==> src/pkg/sccr_pkg.sv <==
`default_nettype none
package sccr_pkg;

    // Data path width and serial clock half period in sys_clk cycles
    localparam int unsigned SCCR_W        = 16;
    localparam int unsigned SCCR_HALF_CYC = 4;
    localparam logic [2:0]  SCCR_DIV_LAST = 3'(SCCR_HALF_CYC - 1);

    // Command/response frame layout
    localparam logic [4:0]  SCCR_CMD_BITS   = 5'h08;
    localparam logic [4:0]  SCCR_CMD_LAST   = 5'h07;
    localparam logic [4:0]  SCCR_RESP_FIRST = 5'h09;
    localparam logic [3:0]  SCCR_SIZE_MIN   = 4'h3;
    localparam logic [15:0] SCCR_ZERO       = 16'h0000;
    localparam logic [7:0]  SCCR_ZERO8      = 8'h00;

    // Bit positions inside the synchroniser vector
    localparam int unsigned SCCR_SY_SCLK = 0;
    localparam int unsigned SCCR_SY_CS   = 1;
    localparam int unsigned SCCR_SY_DIN  = 2;
    localparam int unsigned SCCR_SY_SDI  = 3;
    localparam int unsigned SCCR_SY_W    = 4;

    typedef enum logic [2:0] {
        SCCR_IDLE  = 3'b000,
        SCCR_SETUP = 3'b001,
        SCCR_SHIFT = 3'b010,
        SCCR_TAIL  = 3'b011,
        SCCR_SLAVE = 3'b100
    } sccr_state_e;

endpackage
`default_nettype wire

==> src/sccr_sync.sv <==
`timescale 1ns/1ps
`default_nettype none
module sccr_sync
#(
    parameter int unsigned W = 4
)
(
    input  wire logic         sys_clk,  // System clock
    input  wire logic         reset_n,  // Asynchronous reset, active low
    input  wire logic [W-1:0] async_in, // Inputs from outside the clock domain
    output logic      [W-1:0] sync_out  // Synchronised copies
);
    logic [W-1:0] meta_q;

    always_ff @(posedge sys_clk or negedge reset_n)
    begin
        if (!reset_n)
        begin
            meta_q   <= '0;
            sync_out <= '0;
        end
        else
        begin
            meta_q   <= async_in;
            sync_out <= meta_q;
        end
    end
endmodule // sccr_sync
`default_nettype wire

==> src/sccr_frame_engine.sv <==
`timescale 1ns/1ps
`default_nettype none
module sccr_frame_engine
    import sccr_pkg::*;
(
    input  wire logic        sys_clk,                 // 125 MHz clock
    input  wire logic        reset_n,                 // Asynchronous reset, active low
    input  wire logic        enable,                  // Port enable
    input  wire logic        master_mode,             // 1 master, 0 slave
    input  wire logic        cmd_resp_mode,           // 1 command/response, 0 plain serial
    input  wire logic        clock_polarity_bit,      // Idle level of the clock
    input  wire logic        clock_phase_bit,         // Capture edge select
    input  wire logic [3:0]  data_size,               // Word length minus one
    input  wire logic        tx_valid,                // Transmit FIFO has a word
    input  wire logic [15:0] tx_data,                 // Transmit FIFO oldest word
    output logic             tx_ready,                // Word taken from transmit FIFO
    output logic             rx_valid,                // Received word pulse
    output logic      [15:0] rx_data,                 // Received word
    output logic             serial_clock_line_o,     // Clock drive
    output logic             serial_clock_line_oe_n,  // Clock enable, low drives
    input  wire logic        serial_clock_line_i,     // Clock pin level
    output logic             sel_n_o,                 // Chip select drive
    output logic             sel_n_oe_n,              // Chip select enable, low drives
    input  wire logic        sel_n_i,                 // Chip select pin level
    output logic             cmd_out_o,               // Master out line drive
    output logic             cmd_out_oe_n,            // Master out enable, low drives
    input  wire logic        resp_in_i,               // Master in line level
    input  wire logic        slave_in_i,              // Slave data in level
    output logic             slave_out_o,             // Slave response drive
    output logic             slave_out_oe_n           // Slave response enable, low drives
);

    function automatic logic [15:0] align_word(input logic [15:0] d, input logic [3:0] sz, input logic cr);
        align_word = cr ? {d[7:0], SCCR_ZERO8} : (d << (4'hF - sz));
    endfunction

    sccr_state_e state_q, state_d;
    logic [2:0]  div_q;
    logic        ph_q, ph_d;
    logic        cs_q, cs_d;
    logic        done_q, done_d;
    logic [4:0]  cnt_q, cnt_d;
    logic [15:0] tx_sh_q, tx_sh_d;
    logic [15:0] rx_sh_q, rx_sh_d;
    logic [15:0] rx_data_d;
    logic        rx_valid_q, rx_valid_d;
    logic        sout_q, sout_d;
    logic        sout_oe_n_q, sout_oe_n_d;
    logic        sclk_prev_q, cs_prev_q;
    logic        take;

    wire [SCCR_SY_W-1:0] sy;
    sccr_sync #(.W(SCCR_SY_W)) u_sync (
        .sys_clk  (sys_clk),
        .reset_n  (reset_n),
        .async_in ({slave_in_i, resp_in_i, sel_n_i, serial_clock_line_i}),
        .sync_out (sy)
    );

    wire        cr        = cmd_resp_mode;
    wire        clock_polarity_bit_eff  = cr ? 1'b0 : clock_polarity_bit;
    wire        clock_phase_bit_eff  = cr ? 1'b0 : clock_phase_bit;
    wire [3:0]  size_eff  = (data_size < SCCR_SIZE_MIN) ? SCCR_SIZE_MIN : data_size;
    wire [4:0]  last_cnt  = cr ? (SCCR_RESP_FIRST + {1'b0, size_eff}) : {1'b0, size_eff};
    wire        tick      = (div_q == SCCR_DIV_LAST);
    wire        cap_edge  = (~ph_q) ^ clock_phase_bit_eff;
    wire        resp_bit  = !cr || (cnt_q >= SCCR_RESP_FIRST);
    wire        shift_en  = !(clock_phase_bit_eff && (cnt_q == 5'h00));
    wire        cont_ok   = tx_valid && enable && (cr || clock_phase_bit_eff);
    wire        s_sclk    = sy[SCCR_SY_SCLK];
    wire        s_cs      = sy[SCCR_SY_CS];
    wire        s_rise    = s_sclk && !sclk_prev_q;
    wire        s_fall    = !s_sclk && sclk_prev_q;
    wire        cs_fall   = !s_cs && cs_prev_q;
    wire [15:0] m_rx_next = {rx_sh_q[14:0], sy[SCCR_SY_DIN]};
    wire [15:0] s_rx_next = {rx_sh_q[14:0], sy[SCCR_SY_SDI]};
    wire        m_active  = enable && master_mode;

    assign tx_ready               = take;
    assign rx_valid               = rx_valid_q;
    assign serial_clock_line_o    = ph_q ^ clock_polarity_bit_eff;
    assign serial_clock_line_oe_n = !m_active;
    assign sel_n_o                = cs_q;
    assign sel_n_oe_n             = !m_active;
    assign cmd_out_o              = tx_sh_q[15] && (state_q != SCCR_IDLE);
    assign cmd_out_oe_n           = !(m_active && (cr || !cs_q));
    assign slave_out_o            = sout_q;
    assign slave_out_oe_n         = sout_oe_n_q;

    always_comb
    begin
        state_d     = state_q;
        ph_d        = ph_q;
        cs_d        = cs_q;
        done_d      = done_q;
        cnt_d       = cnt_q;
        tx_sh_d     = tx_sh_q;
        rx_sh_d     = rx_sh_q;
        rx_data_d   = rx_data;
        rx_valid_d  = 1'b0;
        sout_d      = sout_q;
        sout_oe_n_d = sout_oe_n_q;
        take        = 1'b0;
        case (state_q)
            SCCR_IDLE:
            begin
                cs_d        = 1'b1;
                ph_d        = 1'b0;
                sout_oe_n_d = 1'b1;
                if (m_active && tx_valid && tick)
                begin
                    state_d = SCCR_SETUP;
                    cs_d    = 1'b0;
                    take    = 1'b1;
                    tx_sh_d = align_word(tx_data, size_eff, cr);
                    rx_sh_d = SCCR_ZERO;
                    cnt_d   = 5'h00;
                    done_d  = 1'b0;
                end
                else if (enable && !master_mode && cr && cs_fall)
                begin
                    state_d = SCCR_SLAVE;
                    take    = tx_valid;
                    tx_sh_d = tx_valid ? align_word(tx_data, size_eff, 1'b0) : SCCR_ZERO;
                    rx_sh_d = SCCR_ZERO;
                    cnt_d   = 5'h00;
                end
            end
            SCCR_SETUP:
            begin
                if (tick)
                begin
                    state_d = SCCR_SHIFT;
                end
            end
            SCCR_SHIFT:
            begin
                if (tick && cap_edge)
                begin
                    ph_d = ~ph_q;
                    if (resp_bit)
                    begin
                        rx_sh_d = m_rx_next;
                    end
                    if (cnt_q == last_cnt)
                    begin
                        done_d = 1'b1;
                    end
                    else
                    begin
                        cnt_d = cnt_q + 5'h01;
                    end
                end
                else if (tick && done_q && cont_ok)
                begin
                    ph_d       = ~ph_q;
                    take       = 1'b1;
                    tx_sh_d    = align_word(tx_data, size_eff, cr);
                    rx_sh_d    = SCCR_ZERO;
                    rx_data_d  = rx_sh_q;
                    rx_valid_d = 1'b1;
                    cnt_d      = 5'h00;
                    done_d     = 1'b0;
                end
                else if (tick && done_q)
                begin
                    state_d = SCCR_TAIL;
                    ph_d    = 1'b0;
                end
                else if (tick)
                begin
                    ph_d = ~ph_q;
                    if (shift_en)
                    begin
                        tx_sh_d = tx_sh_q << 1;
                    end
                end
            end
            SCCR_TAIL:
            begin
                if (tick)
                begin
                    state_d    = SCCR_IDLE;
                    cs_d       = 1'b1;
                    rx_data_d  = rx_sh_q;
                    rx_valid_d = 1'b1;
                end
            end
            SCCR_SLAVE:
            begin
                if (s_cs || !enable)
                begin
                    state_d     = SCCR_IDLE;
                    sout_oe_n_d = 1'b1;
                end
                else if (s_rise)
                begin
                    if (cnt_q < SCCR_CMD_BITS)
                    begin
                        rx_sh_d = s_rx_next;
                    end
                    if (cnt_q == SCCR_CMD_LAST)
                    begin
                        rx_data_d  = s_rx_next;
                        rx_valid_d = 1'b1;
                    end
                    if (cnt_q <= last_cnt)
                    begin
                        cnt_d = cnt_q + 5'h01;
                    end
                end
                else if (s_fall && (cnt_q >= SCCR_RESP_FIRST) && (cnt_q <= last_cnt))
                begin
                    sout_d      = tx_sh_q[15];
                    sout_oe_n_d = 1'b0;
                    tx_sh_d     = tx_sh_q << 1;
                end
                else if (s_fall && (cnt_q > last_cnt))
                begin
                    sout_oe_n_d = 1'b1;
                    sout_d      = 1'b0;
                    cnt_d       = 5'h00;
                    rx_sh_d     = SCCR_ZERO;
                    take        = tx_valid;
                    tx_sh_d     = tx_valid ? align_word(tx_data, size_eff, 1'b0) : SCCR_ZERO;
                end
            end
            default:
            begin
                state_d = SCCR_IDLE;
            end
        endcase
    end

    always_ff @(posedge sys_clk or negedge reset_n)
    begin
        if (!reset_n)
        begin
            div_q <= '0;
        end
        else
        begin
            div_q <= tick ? '0 : div_q + 3'h1;
        end
    end

    always_ff @(posedge sys_clk or negedge reset_n)
    begin
        if (!reset_n)
        begin
            sclk_prev_q <= 1'b0;
            cs_prev_q   <= 1'b0;  // Matches the synchroniser reset level, so no false select fall
        end
        else
        begin
            sclk_prev_q <= s_sclk;
            cs_prev_q   <= s_cs;
        end
    end

    always_ff @(posedge sys_clk or negedge reset_n)
    begin
        if (!reset_n)
        begin
            state_q     <= SCCR_IDLE;
            ph_q        <= 1'b0;
            cs_q        <= 1'b1;
            done_q      <= 1'b0;
            cnt_q       <= '0;
            tx_sh_q     <= SCCR_ZERO;
            rx_sh_q     <= SCCR_ZERO;
            rx_data     <= SCCR_ZERO;
            rx_valid_q  <= 1'b0;
            sout_q      <= 1'b0;
            sout_oe_n_q <= 1'b1;
        end
        else
        begin
            state_q     <= state_d;
            ph_q        <= ph_d;
            cs_q        <= cs_d;
            done_q      <= done_d;
            cnt_q       <= cnt_d;
            tx_sh_q     <= tx_sh_d;
            rx_sh_q     <= rx_sh_d;
            rx_data     <= rx_data_d;
            rx_valid_q  <= rx_valid_d;
            sout_q      <= sout_d;
            sout_oe_n_q <= sout_oe_n_d;
        end
    end

endmodule // sccr_frame_engine
`default_nettype wire

==> config.mk <==
export PLATFORM = sky130hd
export DESIGN_NAME = sccr_frame_engine
export DESIGN_NICKNAME = d
export VERILOG_FILES = /design/src/pkg/sccr_pkg.sv /design/src/sccr_sync.sv /design/src/sccr_frame_engine.sv
export SDC_FILE = /design/constraint.sdc
export NUM_CORES = 1
export LEC_CHECK = 0
export BUFFER_PORTS_ARGS = -buffer_cell sky130_fd_sc_hd__buf_2
export CORE_MARGIN = 2
export CORE_UTILIZATION = 50
export CTS_BUF_LIST = sky130_fd_sc_hd__clkbuf_16
export DETAILED_ROUTE_END_ITERATION = 6
export HOLD_SLACK_MARGIN = 0.12
export PLACE_DENSITY = 0.73
export SETUP_SLACK_MARGIN = 0.3
export SYNTH_ARGS = -nofsm -noshare
export SYNTH_HDL_FRONTEND = slang
export SYNTH_SLANG_ARGS = --single-unit
==> constraint.sdc <==
create_clock -name sys_clk -period 5.65 [get_ports sys_clk]
set_clock_uncertainty 0.1 [all_clocks]
set_input_delay 0.2825 -clock sys_clk [delete_from_list [all_inputs] [get_ports sys_clk]]
set_output_delay 0.2825 -clock sys_clk [all_outputs]
set_load 0.02 [all_outputs]
==> results of run 1 <==
-- worst max-delay path, stage by stage --
cell and delay [ns]:
buf_2 0.48, clkinv_1 0.43, o21ai_0 0.23, ha_1 0.22, nand2_1 0.08, xor2_1 0.18, ha_1 0.32, a211o_1 0.26
a221o_2 0.37, a2111oi_0 0.72, nor4b_4 0.07, buf_4 0.26, nand3_1 0.09, o21ai_0 0.10
-- power by group --
group | leakage [nW] | switching (mW) | internal (mW) | total (mW)
registers | 0.919 | 0.105 | 0.671 | 0.776
logic | 1.26 | 0.459 | 0.295 | 0.755
clock network | 0.144 | 0.217 | 0.336 | 0.553
total | 2.33 | 0.781 | 1.30 | 2.08
-- worst min-delay path by stage --
stage                               startpoint                           end  slack (ns)  cells past startpoint
floorplan                              reset_n          cnt_q[0]$_DFFE_PN0P_       -0.11                      0
global placement    u_sync.meta_q[3]$_DFF_PN0_  u_sync.sync_out[3]$_DFF_PN0_        0.23                      0
detailed placement  u_sync.meta_q[0]$_DFF_PN0_  u_sync.sync_out[0]$_DFF_PN0_        0.24                      0
CTS                                 tx_data[4]       tx_sh_q[12]$_DFFE_PN0P_        0.24                      3
global route        u_sync.meta_q[0]$_DFF_PN0_  u_sync.sync_out[0]$_DFF_PN0_        0.25                      0
finish              u_sync.meta_q[0]$_DFF_PN0_  u_sync.sync_out[0]$_DFF_PN0_        0.25                      0
-- area by class of cell --
| class | count | area, um2 |
|---|---|---|
| fill | 912 | 4050 |
| multi-input combinational | 434 | 2780 |
| sequential | 75 | 1880 |
| timing repair buffer | 67 | 375 |
| clock buffer | 9 | 225 |
| tap | 133 | 166 |
| inverter | 28 | 105 |
| clock inverter | 7 | 60.1 |
-- cells by family after synthesis --
group           Yosys count  synth area share
simple gates            226             0.217
buf+inv                  64            0.0556
compound gates          156             0.230
mux                      35            0.0765
flops                    75             0.383
fa+ha+maj                10            0.0255
xor+xnor                  7            0.0125
-- flip-flops by register name, summed over array words and instances, names as in the netlist --
name             count
slave_out_o          1
cnt_q                5
u_sync.meta_q        4
ph_q                 1
tx_sh_q             16
sclk_prev_q          1
done_q               1
sel_n_o              1
u_sync.sync_out      4
div_q                3
rx_valid             1
state_q              3
slave_out_oe_n       1
rx_data             16
cs_prev_q            1
rx_sh_q             16
-- metal layers --
metal  share of wire  vias up  wire (um)  global-route usage
li1                -     2152          -                   -
met1            0.47     2125       5850               0.344
met2            0.47      160       5870               0.387
met3           0.060        8        748              0.0508
met4          0.0070        0         88              0.0830
met5               0        -          0                   0
-- synth_stat cells, drive strengths merged (12+ instances only) --
cell / instances / area (um2)
inv: 26 / 97.6
a21oi: 26 / 134
o21ai: 26 / 134
nand2: 95 / 359
a31oi: 23 / 144
mux2i: 27 / 270
buf: 17 / 96.3
nor2b: 14 / 90.1
nand2b: 12 / 75.1
dfrtp: 73 / 1830
clkbuf: 19 / 71.3
nor2: 52 / 195
nor3: 13 / 70.1
-- stage by stage --
| step | setup WS (ns) | utilization | total power, mW |
|---|---|---|---|
| after floorplan | 1.86 | - | 1.32 |
| after global placement | 1.59 | 0.546 | 1.51 |
| after detailed placement | 1.36 | 0.546 | 1.53 |
| after CTS | 1.70 | 0.580 | 2.10 |
| after global routing | 1.38 | 0.580 | 2.21 |
| final | 1.63 | 0.580 | 2.08 |
==> results_dict.tcl, run 1 <==
set metrics [dict create \
    finalSetupViolCount 0 \
    cts.hold.buffers_added 5 \
    postSynthAreaPerCell_um2 8.56 \
    clock_tree_from_tritoncts "done" \
    clk_root_buffer_cell "clkbuf_16" \
    critPathArrivalTime_ns 4.12 \
    leakage_nw 2.33 \
    synth.cell_area_mm2 0.00491 \
    pin_count 58 \
    layout-area-overhead-vs-synth_pct 14.0 \
    crit_path_start_kind "primary input" \
    grt_overflow 0 \
    hold_viol 0 \
    vdd.ir_drop.worst_mv 0.269 \
    holdWs_ns 0.246 \
    place_area_mm2 0.00526 \
    syn-num-nets 615 \
    period_utilization_post_route 0.712 \
    yosysSeqAreaShare 0.383 \
    yosys_warnings 0 \
    ys_ff_latch 75 \
    power.density_cell_area_mw_per_mm2 373 \
    drive_gt1_frac 0.181 \
    die_footprint_mm2 0.0106 \
    buffer_ports.inserted 57 \
    hold_class "reg -> reg" \
    postSynth.asyncResetShare 1.00 \
    run_status "finished, final reports clean" \
    numCtsBuffers 9 \
    rsz0062_at_grt "false" \
    synth_flop_cell "dfrtp_1" \
    maxSlewHeadroom 0.365 \
    cp.required_ns 5.75 \
    worst_setup_hold_path_clk_slew_ns 0.05 \
    final_design_area_no_fill_mm2 0.00559 \
    clock.fmax_mhz 249 \
    max-cap-violations 0 \
    grt_start_max_net_pins 76 \
    vias_per_cell 5.90 \
    placementRows 36 \
    routabilityCongestion 0.895 \
    clkLatencyLatePin_ns 0.34 \
    crit_fanout 32 \
    wire_per_inst_um 16.7 \
    setup-tns-final_ns 0 \
    ant_nets 0 \
    r2r_setup_slack_ns 2.64 \
    finalMaxSlewViolations 0 \
    final_cell_count_no_fill 753 \
    grt_pass1_wl_um 20500 \
    cts.path.max_buffers 2 \
    critical_path.startpoint "data_size[1]" \
    synthesis.instances 573 \
    timing.rr.end "tx_sh_q[0]$_DFFE_PN0P_" \
    netlist-cell-type-count 79 \
    post-cts-setup-buffer-count 0 \
    drt_drc_violations_left 0 \
    core_area_mm2 0.00964 \
    cp-end-kind "flop" \
    antenna_found_initial 0 \
    placed_cell_count 732 \
    design.final.nets 657 \
    grt_pass1_vias 4203 \
    detailroute.via_count 4445 \
    fin_crit_ns 4.02 \
    worst_pin_slew_ns 0.952 \
    r2r_cells 8 \
    dr.first_iter.drc_count 193 \
    die_y_um 103 \
    wl_um 12600 \
    firstDrtPassIters 5 \
    cts_sinks 75 \
    regToRegStartpoint "cnt_q[4]$_DFFE_PN0P_" \
    layout_commonest_cell "nand2_1" \
    initial_utilization 0.509 \
    number_of_levels_the_h_tree_was_split_into 3 \
    worst-setup-path-type "in -> reg" \
    cp-endpoint "tx_sh_q[0]$_DFFE_PN0P_" \
    antennaDiodeCount 0 \
    synth_edf_count 0 \
    fp.dieW_um 103 \
    grtUsageTotal 0.247 \
    layout_common_cells "nand2_1 (94), dfrtp_1 (73), buf_2 (56), nor2_1 (52)" \
    cts-resized-gates 0 \
    dp_hpwl_um 8840 \
]
Note: power is estimated with default switching activity, not from simulation.
==> run 2, diff against run 1 <==
Settings changed: ABC_AREA set to 1.
Clock period 5.65 ns to 4.1 ns, I/O delays scaled along.
==> run 2 against run 1 <==
Net effect:
- flip-flop and latch count is the same
- highest routed layer unchanged
- global-route usage is 3.0 points higher
- worst setup slack worse by 0.59 ns
- the run now ends with design-rule violations left
==> results_dict.tcl, run 2 <==
set metrics [dict create \
    cp-end-kind "flop" \
    drt_drc_violations_left 7 \
    period_utilization_post_route 0.746 \
    max-cap-violations 0 \
    post-synth-top-area-fraction 0.344 \
    post_synth_main_area_contributors "dfrtp_1 (34%), nand2_1 (16%), nand3_1 (14%)" \
    critPathArrivalTime_ns 3.19 \
    wire_per_inst_um 15.6 \
    cts_sinks 75 \
    yosys-top-cells-count "nand2_1 (226), nand3_1 (152), inv_1 (81)" \
    clock.fmax_mhz 327 \
    synthesis.instances 783 \
    fin_crit_ns 3.06 \
    layout_commonest_cell "nand2_1" \
    run_status "complete, but fails checks" \
    grt_pass1_wl_um 25100 \
    cts-resized-gates 0 \
    maxSlewHeadroom 0.351 \
    yosys_warnings 0 \
    synth.most_common_cell "nand2_1" \
    design.final.nets 873 \
    synth_area_leader_cell "dfrtp_1" \
    synth_simple_gate_area_share 0.397 \
    core_area_mm2 0.0103 \
    clkLatencyLatePin_ns 0.33 \
    area_fraction_in_compound_gates_after_synthesis 0.116 \
    synth.cell_area_mm2 0.00531 \
    placementRows 37 \
    netlist-cell-type-count 40 \
    fp.dieW_um 107 \
    clk_root_buffer_cell "clkbuf_16" \
    grt_overflow 0 \
    setup-tns-final_ns 0 \
    power.density_cell_area_mw_per_mm2 524 \
    worst_pin_slew_ns 0.974 \
    initial_utilization 0.515 \
    postSynthAreaPerCell_um2 6.79 \
    holdWs_ns 0.230 \
    number_of_levels_the_h_tree_was_split_into 3 \
    vdd.ir_drop.worst_mv 0.515 \
    regToRegStartpoint "state_q[1]$_DFFE_PN0P_" \
    syn-num-nets 825 \
    drive_gt1_frac 0.150 \
    grt_pass1_vias 5195 \
    worst-setup-path-type "in -> reg" \
    routabilityCongestion 0.935 \
    firstDrtPassIters 7 \
    clock_tree_from_tritoncts "done" \
    antenna_found_initial 0 \
    dr.first_iter.drc_count 435 \
    crit_path_start_kind "primary input" \
    wl_um 15100 \
    synth-xor-area-share 0.00989 \
    postSynth.asyncResetShare 1.00 \
    pin_count 58 \
    synth_top_family_by_area "simple AND/OR/NAND/NOR gates" \
    ys_ff_latch 75 \
    violations_in_the_final_reports "design-rule violations" \
    muxShareOfSynthArea 0 \
    synth_flop_cell "dfrtp_1" \
    cp.required_ns 4.23 \
    hold_class "in -> reg" \
    die_footprint_mm2 0.0115 \
    layout_common_cells "nand2_1 (226), nand3_1 (152), inv_1 (81), nor2_1 (73), dfrtp_1 (73)" \
    critical_path.startpoint "data_size[2]" \
    adder_cell_fraction_of_synth_area 0.0235 \
    die_y_um 107 \
    numCtsBuffers 9 \
    holdCritStartpoint "master_mode" \
    yosysSeqAreaShare 0.354 \
    finalSetupViolCount 0 \
    layout-area-overhead-vs-synth_pct 12.9 \
    grtUsageTotal 0.278 \
    grt_start_max_net_pins 76 \
    crit_fanout 18 \
    finalMaxSlewViolations 0 \
    rsz0062_at_grt "false" \
    buffer_ports.inserted 57 \
    detailroute.via_count 5478 \
    leakage_nw 2.96 \
    dp_hpwl_um 11000 \
    hold_viol 0 \
    cts.path.max_buffers 2 \
    antennaDiodeCount 0 \
    vias_per_cell 5.64 \
    largest_registers "rx_data: 16 flops, rx_sh_q: 16 flops, tx_sh_q: 16 flops" \
    ant_nets 0 \
    worst_setup_hold_path_clk_slew_ns 0.06 \
    synth_edf_count 0 \
]
[run 2: cell types whose count changed after synthesis, moves of 12 or more]
cell      change
nand3_1     +141
nand2b_1     -12
mux2i_1      -27
o21ai_2      +14
nand2_1     +132
a21oi_1      -16
nor2b_1      -13
nor2_1       +21
inv_1        +55
[run 2: final cells by class]
class,instances,area (um2)
clock buffers,9,225
clock inverters,6,65.1
fillers,996,4330
inverters,88,335
multi-input cells,584,2900
flip-flops and latches,75,1880
well taps,136,170
repair buffers,73,420
[run 2: critical path, stage by stage]
cell     delay, ns
buf_2         0.11
nor2_1        0.13
nor2_1        0.08
inv_2         0.26
ha_1          0.22
nand2_1       0.08
o22ai_1       0.16
inv_1         0.07
ha_1          0.29
nand2_1       0.07
nor2_1        0.14
nand2_1       0.06
nand3_1       0.06
nand2_1       0.08
nand2_1       0.14
inv_1         0.08
nand2_1       0.11
nand2_1       0.33
nand2_1       0.15
o21ai_0       0.09
nor2_1        0.09
nand2_1       0.07
nand2_1       0.06
nand2_1       0.05
[run 2: layer usage]
metal  share of wire  GRT usage
met1            0.43      0.366
met2            0.47      0.455
met3           0.065     0.0432
met4           0.035      0.115
met5               0          0
[run 2: logic make-up (layout without fill, tap and decap cells)]
group / Yosys count / count (layout)
simple gates: 479 / 479
xor+xnor: 6 / 6
compound gates: 89 / 89
flops: 75 / 75
buf+inv: 124 / 176
fa+ha+maj: 10 / 10
[run 2: per-stage QoR]
stage	power, mW	setup WS [ns]	std cells	utilization	area [um2]
floorplan	2.04	1.18	783	-	5310
global placement	2.31	0.878	951	0.548	5660
detailed placement	2.36	0.744	951	0.548	5660
CTS	3.15	1.07	971	0.581	6000
global route	3.36	0.599	971	0.581	6000
finish	3.14	1.04	971	0.581	6000
[run 2: power by group]
part	switching, mW	internal (mW)
clock	0.318	0.469
combinational	0.892	0.423
sequential	0.112	0.929
total	1.32	1.82
[run 2: path summary, 6_finish.rpt]
check | end | slack [ns] | depth (start not counted)
setup / recovery | tx_sh_q[8]$_DFFE_PN0P_ | 1.04 | 24
hold / removal | state_q[2]$_DFFE_PN0P_ | 0.23 | 4
setup reg to reg | tx_sh_q[3]$_DFFE_PN0P_ | 1.18 | 10
hold reg to reg | u_sync.sync_out[2]$_DFF_PN0_ | 0.25 | 0
max in group asynchronous | div_q[2]$_DFF_PN0_ | 2.80 | 2
min in group asynchronous | tx_sh_q[2]$_DFFE_PN0P_ | 0.43 | 2
[run 2: timing repair]
item / CTS / global route
endpoints found under the hold margin: 77 / 0
buffers inserted: 0 / 0
hold buffers: 5 / 0
